[config.mk]
export PLATFORM = sky130hd
export DESIGN_NAME = cssh_shaper
export DESIGN_NICKNAME = d
export VERILOG_FILES = /design/src/pkg/cssh_pkg.sv /design/src/core/cssh_span.sv /design/src/core/cssh_shaper.sv
export VERILOG_INCLUDE_DIRS = /design/src /design/src/pkg
export SDC_FILE = /design/constraint.sdc
export NUM_CORES = 1
export LEC_CHECK = 0
export BUFFER_PORTS_ARGS = -buffer_cell sky130_fd_sc_hd__buf_2
export CELL_PAD_IN_SITES_DETAIL_PLACEMENT = 0
export CELL_PAD_IN_SITES_GLOBAL_PLACEMENT = 1
export CORE_MARGIN = 5
export CORE_UTILIZATION = 41
export DETAILED_ROUTE_END_ITERATION = 8
export PLACE_DENSITY_LB_ADDON = 0.08
export SLEW_MARGIN = 20
export SYNTH_ARGS = -nofsm -noshare
export SYNTH_HDL_FRONTEND = slang
export SYNTH_SLANG_ARGS = --single-unit
[constraint.sdc]
create_clock -name mclk -period 1.8 [get_ports mclk]
set_input_delay 0.27 -clock mclk [delete_from_list [all_inputs] [get_ports mclk]]
set_output_delay 0.27 -clock mclk [all_outputs]
set_load 0.02 [all_outputs]
[src/pkg/cssh_defines.svh]
`ifndef CSSH_DEFINES_SVH
`define CSSH_DEFINES_SVH

// Register indices; byte address is four times the index
`define CSSH_IDX_H2_START      7'h5c
`define CSSH_IDX_H2_STOP       7'h5d
`define CSSH_IDX_V2_START      7'h5e
`define CSSH_IDX_V2_STOP       7'h5f
`define CSSH_IDX_COMB2         7'h60
`define CSSH_IDX_H3_START      7'h61
`define CSSH_IDX_H3_STOP       7'h62

// Field positions in the combiner register
`define CSSH_COMB_XOR_BIT      0
`define CSSH_COMB_OR_BIT       1
`define CSSH_COMB_AND_BIT      2
`define CSSH_COMB_POL_BIT      3

// Reset values
`define CSSH_RST_HPIX          16'h0000
`define CSSH_RST_VLINE         15'h0000
`define CSSH_RST_COMB          4'h8

// Field widths
`define CSSH_HPIX_W            16
`define CSSH_VLINE_W           15
`define CSSH_COMB_W            4

`endif

[src/pkg/cssh_pkg.sv]
`default_nettype none

package cssh_pkg;

    // Software-visible configuration of the shaper
    typedef struct packed {
        logic [15:0] h2_start;  // Second signal horizontal start
        logic [15:0] h2_stop;   // Second signal horizontal stop
        logic [14:0] v2_start;  // Second signal start line
        logic [14:0] v2_stop;   // Second signal stop line
        logic [3:0]  comb2;     // Polarity, AND, OR, XOR
        logic [15:0] h3_start;  // Third signal horizontal start
        logic [15:0] h3_stop;   // Third signal horizontal stop
    } cssh_regs_t;

    // Whole state of the top module
    typedef struct packed {
        cssh_regs_t  regs;      // Configuration
        logic        ack;       // Bus acknowledge
        logic [31:0] dat;       // Bus read data
        logic        out2;      // Final second output pin level
        logic        out3;      // Third horizontal pulse
    } cssh_state_t;

    // State of one span comparator
    typedef struct packed {
        logic active;           // Component active
    } cssh_span_st_t;

    // Combine two components through the operator bits, AND first, then OR, then XOR
    function automatic logic cssh_combine(input logic h, input logic v,
                                          input logic [3:0] op);
        logic res;
        res = 1'b0;
        if (op[2])
            res = h & v;
        else if (op[1])
            res = h | v;
        else if (op[0])
            res = h ^ v;
        return res;
    endfunction : cssh_combine

    // Apply polarity: bit set gives an active-low pin
    function automatic logic cssh_drive(input logic comb, input logic pol);
        return pol ? ~comb : comb;
    endfunction : cssh_drive

endpackage : cssh_pkg

`default_nettype wire

[src/core/cssh_span.sv]
`timescale 1ns/1ps
`default_nettype none

// Registered window comparator: active from start up to, not including, stop
module cssh_span
    import cssh_pkg::*;
#(
    parameter int W = 16        // Counter width
) (
    input  wire logic         mclk,
    input  wire logic         arst_n,
    input  wire logic [W-1:0] count,
    input  wire logic [W-1:0] start,
    input  wire logic [W-1:0] stop,
    output logic              active
);

    cssh_span_st_t s_r;         // Registered state
    cssh_span_st_t s_nxt;       // Next state

    // Compare every cycle; a start not below stop never opens
    always_comb begin
        s_nxt = s_r;
        s_nxt.active = (count >= start) && (count < stop);
    end

    // Register the comparison to keep the pin path short
    always_ff @(posedge mclk or negedge arst_n) begin
        if (!arst_n) begin
            s_r <= '0;
        end else begin
            s_r <= s_nxt;
        end
    end

    assign active = s_r.active;

endmodule : cssh_span

`default_nettype wire

[src/core/cssh_shaper.sv]
`timescale 1ns/1ps
`default_nettype none
`include "cssh_defines.svh"

// Custom sync shaper with a classic Wishbone register slave
module cssh_shaper
    import cssh_pkg::*;
#(
    parameter int HW = `CSSH_HPIX_W,   // Pixel counter width
    parameter int VW = `CSSH_VLINE_W   // Line counter width
) (
    input  wire logic          mclk,
    input  wire logic          arst_n,
    // Timing counters of the output video
    input  wire logic [HW-1:0] pixel_count,
    input  wire logic [VW-1:0] line_count,
    // Wishbone classic slave
    input  wire logic          wb_cyc_i,
    input  wire logic          wb_stb_i,
    input  wire logic          wb_we_i,
    input  wire logic [3:0]    wb_sel_i,
    input  wire logic [8:0]    wb_adr_i,
    input  wire logic [31:0]   wb_dat_i,
    output logic [31:0]        wb_dat_o,
    output logic               wb_ack_o,
    // Shaped outputs
    output logic               second_custom_output,
    output logic               third_custom_horizontal_pulse
);

    cssh_state_t s_r;           // Registered state
    cssh_state_t s_nxt;         // Next state

    logic second_custom_horizontal_pulse;  // Horizontal component
    logic second_custom_vertical_pulse;    // Vertical component
    logic h3_act;                          // Third horizontal component
    logic bus_req;                         // New bus request this cycle
    logic [6:0] reg_idx;                   // Word index of access

    assign bus_req = wb_cyc_i & wb_stb_i & ~s_r.ack;
    assign reg_idx = wb_adr_i[8:2];

    // Byte-lane merge of a 16-bit register with write data
    function automatic logic [15:0] lane_merge(input logic [15:0] old,
                                               input logic [31:0] wd,
                                               input logic [3:0] sel);
        logic [15:0] res;
        res = old;
        if (sel[0])
            res[7:0] = wd[7:0];
        if (sel[1])
            res[15:8] = wd[15:8];
        return res;
    endfunction : lane_merge

    // Read view of a register; reserved bits read as zero
    function automatic logic [31:0] reg_read(input cssh_regs_t r,
                                             input logic [6:0] idx);
        logic [31:0] res;
        res = 32'h0000_0000;
        unique case (idx)
            `CSSH_IDX_H2_START: res = {16'h0000, r.h2_start};
            `CSSH_IDX_H2_STOP:  res = {16'h0000, r.h2_stop};
            `CSSH_IDX_V2_START: res = {17'h0_0000, r.v2_start};
            `CSSH_IDX_V2_STOP:  res = {17'h0_0000, r.v2_stop};
            `CSSH_IDX_COMB2:    res = {28'h000_0000, r.comb2};
            `CSSH_IDX_H3_START: res = {16'h0000, r.h3_start};
            `CSSH_IDX_H3_STOP:  res = {16'h0000, r.h3_stop};
            // Unmapped word reads zero and is still acknowledged
            default:            res = 32'h0000_0000;
        endcase
        return res;
    endfunction : reg_read

    // Second signal horizontal component, per-line pixel compare
    cssh_span #(.W(HW)) u_h2 (
        .mclk   (mclk),
        .arst_n (arst_n),
        .count  (pixel_count),
        .start  (s_r.regs.h2_start),
        .stop   (s_r.regs.h2_stop),
        .active (second_custom_horizontal_pulse)
    );

    // Second signal vertical component; line_count is odd-field numbered
    cssh_span #(.W(VW)) u_v2 (
        .mclk   (mclk),
        .arst_n (arst_n),
        .count  (line_count),
        .start  (s_r.regs.v2_start),
        .stop   (s_r.regs.v2_stop),
        .active (second_custom_vertical_pulse)
    );

    // Third signal horizontal component
    cssh_span #(.W(HW)) u_h3 (
        .mclk   (mclk),
        .arst_n (arst_n),
        .count  (pixel_count),
        .start  (s_r.regs.h3_start),
        .stop   (s_r.regs.h3_stop),
        .active (h3_act)
    );

    // Next-state logic: bus slave and output shaping
    always_comb begin
        s_nxt = s_r;
        s_nxt.ack = 1'b0;
        // One ack per request; ack drops in the following cycle
        if (bus_req) begin
            s_nxt.ack = 1'b1;
            s_nxt.dat = reg_read(s_r.regs, reg_idx);
            if (wb_we_i) begin
                unique case (reg_idx)
                    `CSSH_IDX_H2_START:
                        s_nxt.regs.h2_start = lane_merge(s_r.regs.h2_start, wb_dat_i, wb_sel_i);
                    `CSSH_IDX_H2_STOP:
                        s_nxt.regs.h2_stop = lane_merge(s_r.regs.h2_stop, wb_dat_i, wb_sel_i);
                    // Top bit is reserved, so only 15 bits are kept
                    `CSSH_IDX_V2_START:
                        s_nxt.regs.v2_start = 15'(lane_merge({1'b0, s_r.regs.v2_start},
                                                             wb_dat_i, wb_sel_i) & 16'h7fff);
                    `CSSH_IDX_V2_STOP:
                        s_nxt.regs.v2_stop = 15'(lane_merge({1'b0, s_r.regs.v2_stop},
                                                            wb_dat_i, wb_sel_i) & 16'h7fff);
                    // Upper twelve bits are reserved and dropped
                    `CSSH_IDX_COMB2:
                        if (wb_sel_i[0])
                            s_nxt.regs.comb2 = wb_dat_i[3:0];
                    `CSSH_IDX_H3_START:
                        s_nxt.regs.h3_start = lane_merge(s_r.regs.h3_start, wb_dat_i, wb_sel_i);
                    `CSSH_IDX_H3_STOP:
                        s_nxt.regs.h3_stop = lane_merge(s_r.regs.h3_stop, wb_dat_i, wb_sel_i);
                    // Writes to unmapped words are ignored
                    default: ;
                endcase
            end
        end
        // AND beats OR beats XOR; no bit set keeps the signal inactive
        s_nxt.out2 = cssh_drive(
            cssh_combine(second_custom_horizontal_pulse,
                         second_custom_vertical_pulse,
                         s_r.regs.comb2),
            s_r.regs.comb2[`CSSH_COMB_POL_BIT]);
        // Third signal combiner lives elsewhere; pulse goes out active high
        s_nxt.out3 = h3_act;
    end

    // State register; inactive pin level is high under default polarity
    always_ff @(posedge mclk or negedge arst_n) begin
        if (!arst_n) begin
            s_r.regs.h2_start <= `CSSH_RST_HPIX;
            s_r.regs.h2_stop  <= `CSSH_RST_HPIX;
            s_r.regs.v2_start <= `CSSH_RST_VLINE;
            s_r.regs.v2_stop  <= `CSSH_RST_VLINE;
            s_r.regs.comb2    <= `CSSH_RST_COMB;
            s_r.regs.h3_start <= `CSSH_RST_HPIX;
            s_r.regs.h3_stop  <= `CSSH_RST_HPIX;
            s_r.ack           <= 1'b0;
            s_r.dat           <= 32'h0000_0000;
            s_r.out2          <= 1'b1;
            s_r.out3          <= 1'b0;
        end else begin
            s_r <= s_nxt;
        end
    end

    assign wb_dat_o                      = s_r.dat;
    assign wb_ack_o                      = s_r.ack;
    assign second_custom_output          = s_r.out2;
    assign third_custom_horizontal_pulse = s_r.out3;

    // Checks next to the logic they guard
    logic [1:0] comp2;          // Both components of the second signal
    assign comp2 = {second_custom_horizontal_pulse, second_custom_vertical_pulse};

    // Register view at the current index, for the read check
    logic [31:0] rd_view;       // Read view before registering
    assign rd_view = reg_read(s_r.regs, reg_idx);
endmodule : cssh_shaper

`default_nettype wire

==> flow_metrics.py, run 1 <==
metrics = {
    "synthesis": {
        "synth_fa_ha_area_frac": 0.148,
        "async_reset_ff_frac": 1.00,
        "synth-compound-area-share": 0.134,
        "synthFlopType": "dfrtp_1",
        "synth_top_family_by_area": "multiplexers",
        "muxShareOfSynthArea": 0.156,
        "syn_area_per_cell_um2": 10.6,
        "synth_seq_cells": 120,
        "synth_warnings": 0,
        "synth_top_area_frac": 0.377,
        "synth-xor-area-share": 0.00112,
        "synth_common_cells": "dfrtp_1 (118), mux2_2 (100), ha_1 (93), inv_1 (93), a21oi_1 (37)",
        "synth_most_common_cell": "dfrtp_1",
        "synth_top_area_cell": "dfrtp_1",
        "synth_edf_count": 0,
        "ys_types": 60,
        "synth_cells": 737,
        "synth_seq_area_share": 0.383,
        "synth-simple-area-share": 0.0900,
        "synth_area_um2": 7840,
        "synthTopCellsByArea": "dfrtp_1 (38%), ha_1 (15%), mux2_2 (14%)",
    },
    "floorplan": {
        "rows": 50,
        "initial_core_util": 0.418,
        "die-area_um2": 22000,
        "die_y_um": 148,
        "die_w_um": 148,
        "core_um2": 18800,
        "ios": 116,
    },
    "final_layout": {
        "fillers": 1699,
        "areaGrowthSynthToFinish_pct": 26.1,
        "layout.nets": 1062,
        "instances_no_fill": 1135,
        "finalInstanceArea_um2": 9880,
        "regArea_um2": 3010,
        "num_antenna_cells": 0,
        "drive_above_1_share": 0.364,
        "multi_input_area_um2": 4400,
    },
    "timing": {
        "worst_slack_ns": -0.00924,
        "rsz0062_at_grt": "true",
        "fmax_ghz": 0.553,
        "period_minus_slack_ns": 1.81,
        "setup_viol": 5,
        "timing.hold.ws_ns": 0.129,
        "finalMaxSlewViolations": 0,
        "fin_crit_sh": 1.01,
        "hold_violations": 0,
        "finalClockSkew_ns": 0.00835,
    },
    "power_and_ir_drop": {
        "total_power_mw": 6.95,
        "irDropWorstVdd_mv": 0.470,
        "cellPowerDensity_nw_per_um2": 703,
        "p_leak_nw": 4.60,
    },
    "place": {
        "dp_cells": 1096,
        "routabilityCongestion": 0.914,
        "dp_hpwl_um": 18900,
        "dpl_cell_area_um2": 9090,
        "numPortBuffers": 79,
    },
    "worst_setup_path": {
        "cpMaxStageDelayCell": "or3_4",
        "start_kind": "flip-flop",
        "worst-path-max-fanout": 8,
        "worstReg2RegStart": "wb_ack_o$_DFF_PN0_",
        "crit_type": "reg -> reg",
        "critPathTopFamily": "simple AND/OR/NAND/NOR gates",
        "crit_required_ns": 2.10,
        "cp_cell_sequence": "or2_4 > or3_4 > nor3_4 > buf_12 > mux2_2",
        "startpoint": "wb_ack_o$_DFF_PN0_",
        "cp-end-kind": "flip-flop",
        "cp_num_buf_inv": 1,
        "cp.arrival_ns": 2.11,
        "max_stage_delay_ns": 0.41,
    },
    "grt": {
        "grt-ovfl-total": 0,
        "track_usage": 0.224,
        "antenna_found_initial": 0,
        "grt_pass1_wl_um": 37500,
        "grt_max_degree": 40,
        "grt_pass1_vias": 6561,
    },
    "detailed_routing": {
        "drt_iter0_drc": 390,
        "vias_per_cell": 5.54,
        "firstDrtPassIters": 5,
        "route.detailed.drc": 0,
        "post_drt_wl_per_cell_um": 21.2,
        "ant_nets": 0,
        "wirelength_um": 24000,
        "vias": 6286,
    },
    "min_path": {
        "hp-class": "in -> reg",
        "holdCritStartpoint": "wb_dat_i[15]",
    },
    "clock_network": {
        "clock_path_buffers": 2,
        "cts_root_buffer": "clkbuf_16",
        "cts_num_sinks": 120,
        "cts_buffers": 17,
        "cts_tree": "done",
        "clkTransAtPathRegs_ns": 0.06,
        "insertion_delay_ns": 0.42,
        "cts_max_level": 4,
    },
    "flow_run": {
        "drv_cap": 0,
    },
    "outcome": {
        "status": "complete, but fails checks",
        "violations": "negative setup slack",
    },
}
-- layout by cell type (no fill, tap or decap), types with 5 or more instances in the layout --
master / count
o22ai_1: 6
a22oi_1: 14
a2bb2oi_1: 5
and3_1: 6
nand2_1: 28
a31oi_1: 5
nor2_1: 14
conb_1: 16
a211oi_1: 5
buf_12: 13
nand3_1: 12
nor2b_1: 7
nand4_1: 17
nor3_4: 5
nand2b_1: 6
inv_1: 93
mux2_4: 33
clkbuf_16: 17
mux2_2: 67
a21oi_1: 34
o21ai_0: 21
a22o_1: 8
dfrtp_1: 118
buf_4: 73
buf_2: 78
ha_1: 93
a21o_1: 19
-- logic make-up after synthesis --
family,after synthesis
flip-flops,120
XOR/XNOR,1
AO/OA/AOI/OAI,154
AND/OR/NAND/NOR,117
other,1
multiplexers,106
buffers and inverters,145
adder cells (fa/ha/maj),93
-- worst register-to-register path, delay by kind of cell, from the launching register on --
| kind | cells | cell delay [ns] |
|---|---|---|
| mux | 1 | 0.33 |
| flops | 1 | 0.37 |
| buf+inv | 1 | 0.15 |
| simple gates | 3 | 0.84 |
-- metal layers --
layer / vias up / routed length, um / global-route usage
met2: 206 / 10700 / 0.344
met3: 33 / 1370 / 0.0436
met4: 0 / 496 / 0.0702
met1: 3119 / 11400 / 0.320
li1: 2928 / - / -
met5: - / 0 / 0
-- worst paths after layout --
path                                                           end  slack [ns]  cells past startpoint
max                                           s_r[132]$_DFFE_PN0P_      -0.009                      5
min                                           s_r[116]$_DFFE_PN0P_        0.13                      2
max reg2reg                                   s_r[132]$_DFFE_PN0P_      -0.009                      5
min reg2reg                third_custom_horizontal_pulse$_DFF_PN0_        0.35                      0
max in group asynchronous                      s_r[91]$_DFFE_PN0P_        0.85                      3
min in group asynchronous                      s_r[53]$_DFFE_PN0P_        0.34                      2
-- power breakdown --
| part | switching, mW | internal (mW) | leakage [nW] |
|---|---|---|---|
| combinational | 0.477 | 0.331 | 2.67 |
| sequential | 0.0325 | 2.74 | 1.66 |
| clock | 1.32 | 2.05 | 0.271 |
-- metrics by stage --
stage,setup slack [ns],utilization,setup TNS [ns]
after global placement,-0.255,0.484,-12.96
after detailed placement,-0.280,0.484,-13.60
final,-0.00924,0.526,-0.0275
after floorplan,-0.182,-,-4.34
after global routing,-0.0274,0.526,-0.301
after CTS,0.00240,0.521,0
-- final cells by class --
class                      instances  share of cell area
tap                              234              0.0296
clock inverter                    13              0.0149
multi-input combinational        487               0.445
sequential                       120               0.304
timing repair buffer             168               0.126
inverter                          94              0.0362
clock buffer                      19              0.0438
-- what timing repair did --
item / 4_1_cts / 5_1_grt
pin swaps: 5 / 5
hold buffers: 1 / 0
resized for setup: 21 / 19
setup buffers: 3 / 3
setup endpoints to repair: 76 / 59
endpoints found under the hold margin: 20 / 0
-- sequential cells by signal, summed over array words and instances, names as in the netlist --
| signal | cells |
|---|---|
| s_r | 98 |
| u_h3.active | 1 |
| u_h2.active | 1 |
| second_custom_output | 1 |
| third_custom_horizontal_pulse | 1 |
| wb_ack_o | 1 |
| u_v2.active | 1 |
| wb_dat_o | 16 |
(Power assumes the default switching activity.)
==> inputs of run 2 (changes only) <==
- CAP_MARGIN: unset -> 20
- SYNTH_HIERARCHICAL: unset -> 1
==> run 2 against run 1 <==
Net effect:
- the run still ends with negative setup slack left
- sequential cell count stayed put
- die area is 2.4% higher
- routed wire length fell by 1.5%
- clock skew is 0.0021 ns higher
- combinational power increased by 9.0%
- global-route usage shrank 0.69 points
- largest power group unchanged
==> flow_metrics.py, run 2 <==
metrics = {
    "outcome": {
        "status": "complete, but fails checks",
        "violations": "negative setup slack",
    },
    "synthesis": {
        "synth_common_cells": "dfrtp_1 (118), inv_1 (95), ha_1 (93), mux2_2 (93), a21oi_1 (38)",
        "ys_types": 62,
        "synth_edf_count": 0,
        "synth_cells": 750,
        "synth_seq_cells": 120,
        "syn_area_per_cell_um2": 10.7,
        "synth_top_area_frac": 0.367,
        "synth_top_area_cell": "dfrtp_1",
        "synthTopCellsByArea": "dfrtp_1 (37%), ha_1 (14%), mux2_2 (13%)",
        "synth_seq_area_share": 0.374,
        "synthFlopType": "dfrtp_1",
        "async_reset_ff_frac": 1.00,
        "synth_area_um2": 8040,
        "synth_most_common_cell": "dfrtp_1",
        "synth_warnings": 6,
    },
    "worst_setup_path": {
        "start_kind": "flip-flop",
        "worstReg2RegStart": "s_r[66]$_DFFE_PN0P_",
        "r2r_slack_ns": -0.07,
        "worst-path-max-fanout": 2,
        "reg2reg_depth": 7,
        "reg2reg_to": "u_h3/active$_DFF_PN0_",
        "crit_type": "reg -> reg",
        "max_stage_delay_ns": 0.42,
        "crit_required_ns": 2.13,
        "cp-end-kind": "flip-flop",
        "cp_cell_sequence": "inv_2 > ha_4 > and4_4 > nand4_1 > a2111oi_4 > a2111oi_2 > nor3_1",
        "cp.arrival_ns": 2.20,
        "cpMaxStageDelayCell": "a2111oi_4",
    },
    "place": {
        "dp_hpwl_um": 18800,
        "routabilityCongestion": 0.839,
        "dpl_cell_area_um2": 9500,
        "numPortBuffers": 79,
    },
    "detailed_routing": {
        "ant_nets": 0,
        "vias": 6406,
        "firstDrtPassIters": 4,
        "route.detailed.drc": 0,
        "vias_per_cell": 5.30,
        "drt_iter0_drc": 420,
        "wirelength_um": 23700,
        "post_drt_wl_per_cell_um": 19.6,
    },
    "grt": {
        "grt_max_degree": 38,
        "grt_pass1_vias": 6874,
        "antenna_found_initial": 0,
        "grt_pass1_wl_um": 37300,
        "track_usage": 0.217,
        "grt-ovfl-total": 0,
    },
    "min_path": {
        "worstHoldEndpoint": "s_r[50]$_DFFE_PN0P_",
        "holdCritStartpoint": "wb_dat_i[15]",
        "hp-class": "in -> reg",
        "hold_path_depth": 2,
    },
    "flow_run": {
        "drv_cap": 0,
    },
    "final_layout": {
        "final_core_util": 0.540,
        "finalInstanceArea_um2": 10500,
        "drive_above_1_share": 0.408,
        "largest_reg_flops": 98,
        "final_cell_mix": "dfrtp_1 (118), buf_4 (104), inv_1 (92)",
        "num_antenna_cells": 0,
        "regMostFlops": "s_r",
        "final_common_cell": "dfrtp_1",
        "areaGrowthSynthToFinish_pct": 30.4,
        "layout.nets": 1104,
    },
    "floorplan": {
        "die_w_um": 150,
        "initial_core_util": 0.414,
        "rows": 51,
        "core_um2": 19400,
        "die_y_um": 150,
        "die-area_um2": 22500,
        "ios": 116,
    },
    "timing": {
        "fin_crit_sh": 1.04,
        "setup_viol": 2,
        "fmax_ghz": 0.535,
        "rsz0062_at_grt": "true",
        "period_minus_slack_ns": 1.87,
        "finalMaxSlewViolations": 0,
        "finalClockSkew_ns": 0.0105,
        "worst_slack_ns": -0.0685,
        "hold_violations": 0,
    },
    "power_and_ir_drop": {
        "switchingPower_mw": 1.75,
        "cellPowerDensity_nw_per_um2": 695,
        "p_clk_frac": 0.497,
        "irDropWorstVdd_mv": 0.619,
        "pwr-share-comb": 0.121,
        "p_leak_nw": 4.90,
        "internal-power_mw": 5.53,
        "total_power_mw": 7.29,
        "p_sw_frac": 0.241,
        "p_seq_frac": 0.383,
    },
    "clock_network": {
        "clkTransAtPathRegs_ns": 0.05,
        "cts_num_sinks": 120,
        "insertion_delay_ns": 0.42,
        "cts_root_buffer": "clkbuf_16",
        "cts_max_level": 4,
        "cts_buffers": 17,
        "clock_path_buffers": 2,
        "cts_tree": "done",
    },
}
==> run 2: critical path, delay by kind of cell, from the launching register on <==
kind	cells	cell delay, ns
AO/OA/AOI/OAI	2	0.51
adder cells (fa/ha/maj)	1	0.25
buffers and inverters	1	0.06
flip-flops	1	0.38
AND/OR/NAND/NOR	3	0.56
==> run 2: worst max-delay path by stage <==
stage	from	end	slack, ns	cells after the start
2_1_floorplan	wb_ack_o$_DFF_PN0_	s_r[101]$_DFFE_PN0P_	-0.13	7
3_3_place_gp	s_r[61]$_DFFE_PN0P_	u_h3/active$_DFF_PN0_	-0.44	7
3_5_place_dp	pixel_count[13]	u_h3/active$_DFF_PN0_	-0.50	7
6_report	s_r[66]$_DFFE_PN0P_	u_h3/active$_DFF_PN0_	-0.07	7
4_1_cts	s_r[61]$_DFFE_PN0P_	u_h3/active$_DFF_PN0_	-0.06	7
5_1_grt	s_r[66]$_DFFE_PN0P_	u_h3/active$_DFF_PN0_	-0.13	7
==> run 2: power by group through the flow <==
| stage | registers, mW | logic [mW] | clock network, mW |
|---|---|---|---|
| 2_1_floorplan | 2.82 | 0.452 | 0 |
| 3_3_place_gp | 2.83 | 0.791 | 0 |
| 3_5_place_dp | 2.83 | 0.824 | 0 |
| 4_1_cts | 2.79 | 0.860 | 3.67 |
| 5_1_grt | 2.79 | 0.982 | 3.80 |
| 6_report | 2.79 | 0.880 | 3.62 |
==> run 2: logic make-up (layout without fill, tap and decap cells) <==
logic type,count (synthesis),in the layout,synth area share
buf+inv,150,328,0.0907
simple gates,142,142,0.106
compound gates,130,130,0.116
flops,120,120,0.374
mux,113,113,0.168
fa+ha+maj,93,93,0.145
other cells,1,16,0.000466
xor+xnor,1,1,0.00109
==> run 2: repair_timing <==
item                                    CTS  global route
endpoints found under the hold margin    25             0
hold buffers                              1             0
endpoints found under the setup margin   49            44
setup buffers                             7             4
resized for setup                        24            28
pin swaps                                14            16
==> run 2: layout make-up <==
cell class | instances | area (um2)
sequential | 120 | 3010
clock buffer | 23 | 478
multi-input combinational | 495 | 4660
timing repair buffer | 200 | 1500
tap | 265 | 332
inverter | 96 | 365
fill | 1788 | 8920
clock inverter | 9 | 145
==> run 2: routing by layer <==
layer / routed length (um) / track usage / up-vias / part of all wire
met3: 826 / 0.0388 / 38 / 0.035
met2: 12300 / 0.383 / 144 / 0.52
met4: 709 / 0.0791 / 0 / 0.030
li1: - / - / 3021 / -
met1: 9800 / 0.265 / 3203 / 0.41
met5: 0 / 0 / - / 0
==> run 2: stage by stage <==
stage,setup slack [ns],hold slack (ns),TNS [ns],cells
CTS,-0.0570,0.132,-0.0929,1204
global placement,-0.436,0.247,-4.56,1164
finish,-0.0685,0.154,-0.0987,1208
global route,-0.134,0.149,-0.410,1208
detailed placement,-0.502,0.250,-8.08,1164
floorplan,-0.127,-0.0256,-7.32,765
==> inputs of run 3 (changes only) <==
- CTS_CLUSTER_DIAMETER: unset -> 60
- MAX_ROUTING_LAYER: unset -> met4
- SYNTH_HIERARCHICAL: 1 -> unset
==> run 3 against run 2 <==
Net effect:
- first-iteration DRC count is 21% lower
- largest power group unchanged
- critical endpoint is now s_r[103]$_DFFE_PN0P_
- fmax grew 2.5%
- the flow still finishes with violations (negative setup slack)
- sequential cell count unchanged
- clock-buffer cell count decreased by 2
- cell count shrank 6.0%
- non-clock buffer count down 31
- clock skew fell by 0.0036 ns
==> flow_metrics.py, run 3 (synthesis gave the netlist of run 1 again) <==
metrics = {
    "worst_setup_path": {
        "cp.arrival_ns": 2.12,
        "crit_type": "reg -> reg",
        "start_kind": "flip-flop",
        "cp-end-kind": "flip-flop",
        "reg2reg_depth": 7,
        "worst-path-max-fanout": 8,
        "crit_required_ns": 2.10,
    },
    "power_and_ir_drop": {
        "pwr-share-comb": 0.119,
        "p_seq_frac": 0.406,
        "p_sw_frac": 0.257,
        "cellPowerDensity_nw_per_um2": 687,
        "p_clk_frac": 0.476,
        "internal-power_mw": 5.07,
        "total_power_mw": 6.83,
        "switchingPower_mw": 1.76,
        "p_leak_nw": 4.62,
        "irDropWorstVdd_mv": 0.575,
    },
    "flow_run": {
        "drv_cap": 0,
    },
    "final_layout": {
        "drive_above_1_share": 0.367,
        "num_antenna_cells": 0,
        "layout.nets": 1063,
        "final_core_util": 0.530,
        "final_cell_mix": "dfrtp_1 (118), inv_1 (93), ha_1 (93)",
        "largest_reg_flops": 98,
        "areaGrowthSynthToFinish_pct": 26.8,
        "regMostFlops": "s_r",
        "final_common_cell": "dfrtp_1",
        "finalInstanceArea_um2": 9940,
    },
    "detailed_routing": {
        "post_drt_wl_per_cell_um": 21.0,
        "firstDrtPassIters": 5,
        "ant_nets": 0,
        "route.detailed.drc": 0,
        "drt_iter0_drc": 333,
        "wirelength_um": 23900,
        "vias_per_cell": 5.50,
        "vias": 6251,
    },
    "timing": {
        "finalMaxSlewViolations": 0,
        "period_minus_slack_ns": 1.82,
        "rsz0062_at_grt": "true",
        "fin_crit_sh": 1.01,
        "worstMarginPinSlew_ns": 0.539,
        "relSlewSlack": 0.641,
        "fmax_ghz": 0.549,
        "setup_viol": 16,
        "hold_violations": 0,
        "worst_slack_ns": -0.0227,
        "finalClockSkew_ns": 0.00685,
    },
    "grt": {
        "grt_pass1_vias": 6481,
        "track_usage": 0.226,
        "grt-ovfl-total": 0,
        "grt_max_degree": 40,
        "grt_pass1_wl_um": 37000,
        "antenna_found_initial": 0,
    },
    "clock_network": {
        "clock_path_buffers": 2,
        "cts_buffers": 17,
        "clkTransAtPathRegs_ns": 0.06,
        "cts_max_level": 4,
        "insertion_delay_ns": 0.42,
        "cts_root_buffer": "clkbuf_16",
        "cts_tree": "done",
        "cts_num_sinks": 120,
    },
    "place": {
        "numPortBuffers": 79,
        "dp_hpwl_um": 19000,
        "routabilityCongestion": 0.930,
        "place_ws_ns": -0.289,
        "dpl_cell_area_um2": 9090,
    },
    "floorplan": {
        "die_y_um": 148,
        "die_w_um": 148,
        "core_um2": 18800,
        "die-area_um2": 22000,
        "rows": 50,
        "initial_core_util": 0.418,
        "ios": 116,
    },
    "min_path": {
        "hp-class": "in -> reg",
        "hold_path_depth": 2,
    },
    "outcome": {
        "status": "complete, but fails checks",
        "violations": "negative setup slack",
    },
}
[run 3: cell types whose count changed in the layout (fill, tap and decap cells not counted), sizes merged, moves of 7 or more]
| cell | change |
|---|---|
| buf | -31 |
| nand3 | -22 |
| a21o | +10 |
| a2111oi | -8 |
| a32oi | -7 |
| nor3 | -7 |
[run 3: worst paths after layout]
path / slack (ns) / to / start
worst max-delay path: -0.02 / s_r[103]$_DFFE_PN0P_ / wb_ack_o$_DFF_PN0_
worst min-delay path: 0.14 / s_r[132]$_DFFE_PN0P_ / wb_dat_i[15]
worst max register to register: -0.02 / s_r[103]$_DFFE_PN0P_ / wb_ack_o$_DFF_PN0_
worst min register to register: 0.35 / third_custom_horizontal_pulse$_DFF_PN0_ / u_h3.active$_DFF_PN0_
max in group asynchronous: 0.85 / s_r[116]$_DFFE_PN0P_ / arst_n
min in group asynchronous: 0.35 / s_r[51]$_DFFE_PN0P_ / arst_n
[run 3: worst max-delay path: stages (launching register included)]
cell,delay [ns]
dfrtp_1,0.39
or2_4,0.26
buf_6,0.13
clkinv_4,0.04
nand3_4,0.14
nor3_4,0.25
buf_12,0.18
mux2_4,0.30
[run 3: what timing repair did]
| action | 4_1_cts | 5_1_grt |
|---|---|---|
| resized for setup | 29 | 29 |
| setup endpoints to repair | 76 | 64 |
| hold buffers | 1 | 0 |
| pin swaps | 4 | 7 |
| setup buffers | 2 | 5 |
| hold endpoints to repair | 26 | 0 |
[run 3: final cells by class]
| class | count | area (um2) |
|---|---|---|
| Inverter | 94 | 358 |
| Timing Repair Buffer | 169 | 1240 |
| Sequential cell | 120 | 3010 |
| Multi-Input combinational cell | 487 | 4470 |
| Clock buffer | 21 | 470 |
| Clock inverter | 11 | 98.8 |
| Fill cell | 1696 | 8830 |
| Tap cell | 234 | 293 |
[run 3: per-stage QoR]
| stage | std cells | hold WS [ns] | TNS (ns) |
|---|---|---|---|
| after floorplan | 752 | -0.0256 | -4.34 |
| after global placement | 1096 | 0.261 | -13.16 |
| after detailed placement | 1096 | 0.259 | -14.53 |
| after CTS | 1131 | 0.124 | -0.268 |
| after global routing | 1136 | 0.128 | -1.44 |
| final | 1136 | 0.140 | -0.237 |
[run 3: layer usage]
| layer | vias up | global-route usage | share of wire |
|---|---|---|---|
| met2 | 168 | 0.346 | 0.46 |
| met3 | 27 | 0.0338 | 0.041 |
| met1 | 3125 | 0.319 | 0.49 |
| li1 | 2931 | - | - |
| met4 | 0 | 0.0550 | 0.015 |
| met5 | - | - | 0 |
[run 3: power by group through the flow]
| stage | logic [mW] | registers [mW] | clock network, mW |
|---|---|---|---|
| after floorplan | 0.390 | 2.81 | 0 |
| after global placement | 0.743 | 2.81 | 0 |
| after detailed placement | 0.772 | 2.81 | 0 |
| after CTS | 0.795 | 2.77 | 3.30 |
| after global routing | 0.900 | 2.77 | 3.41 |
| final | 0.809 | 2.77 | 3.25 |
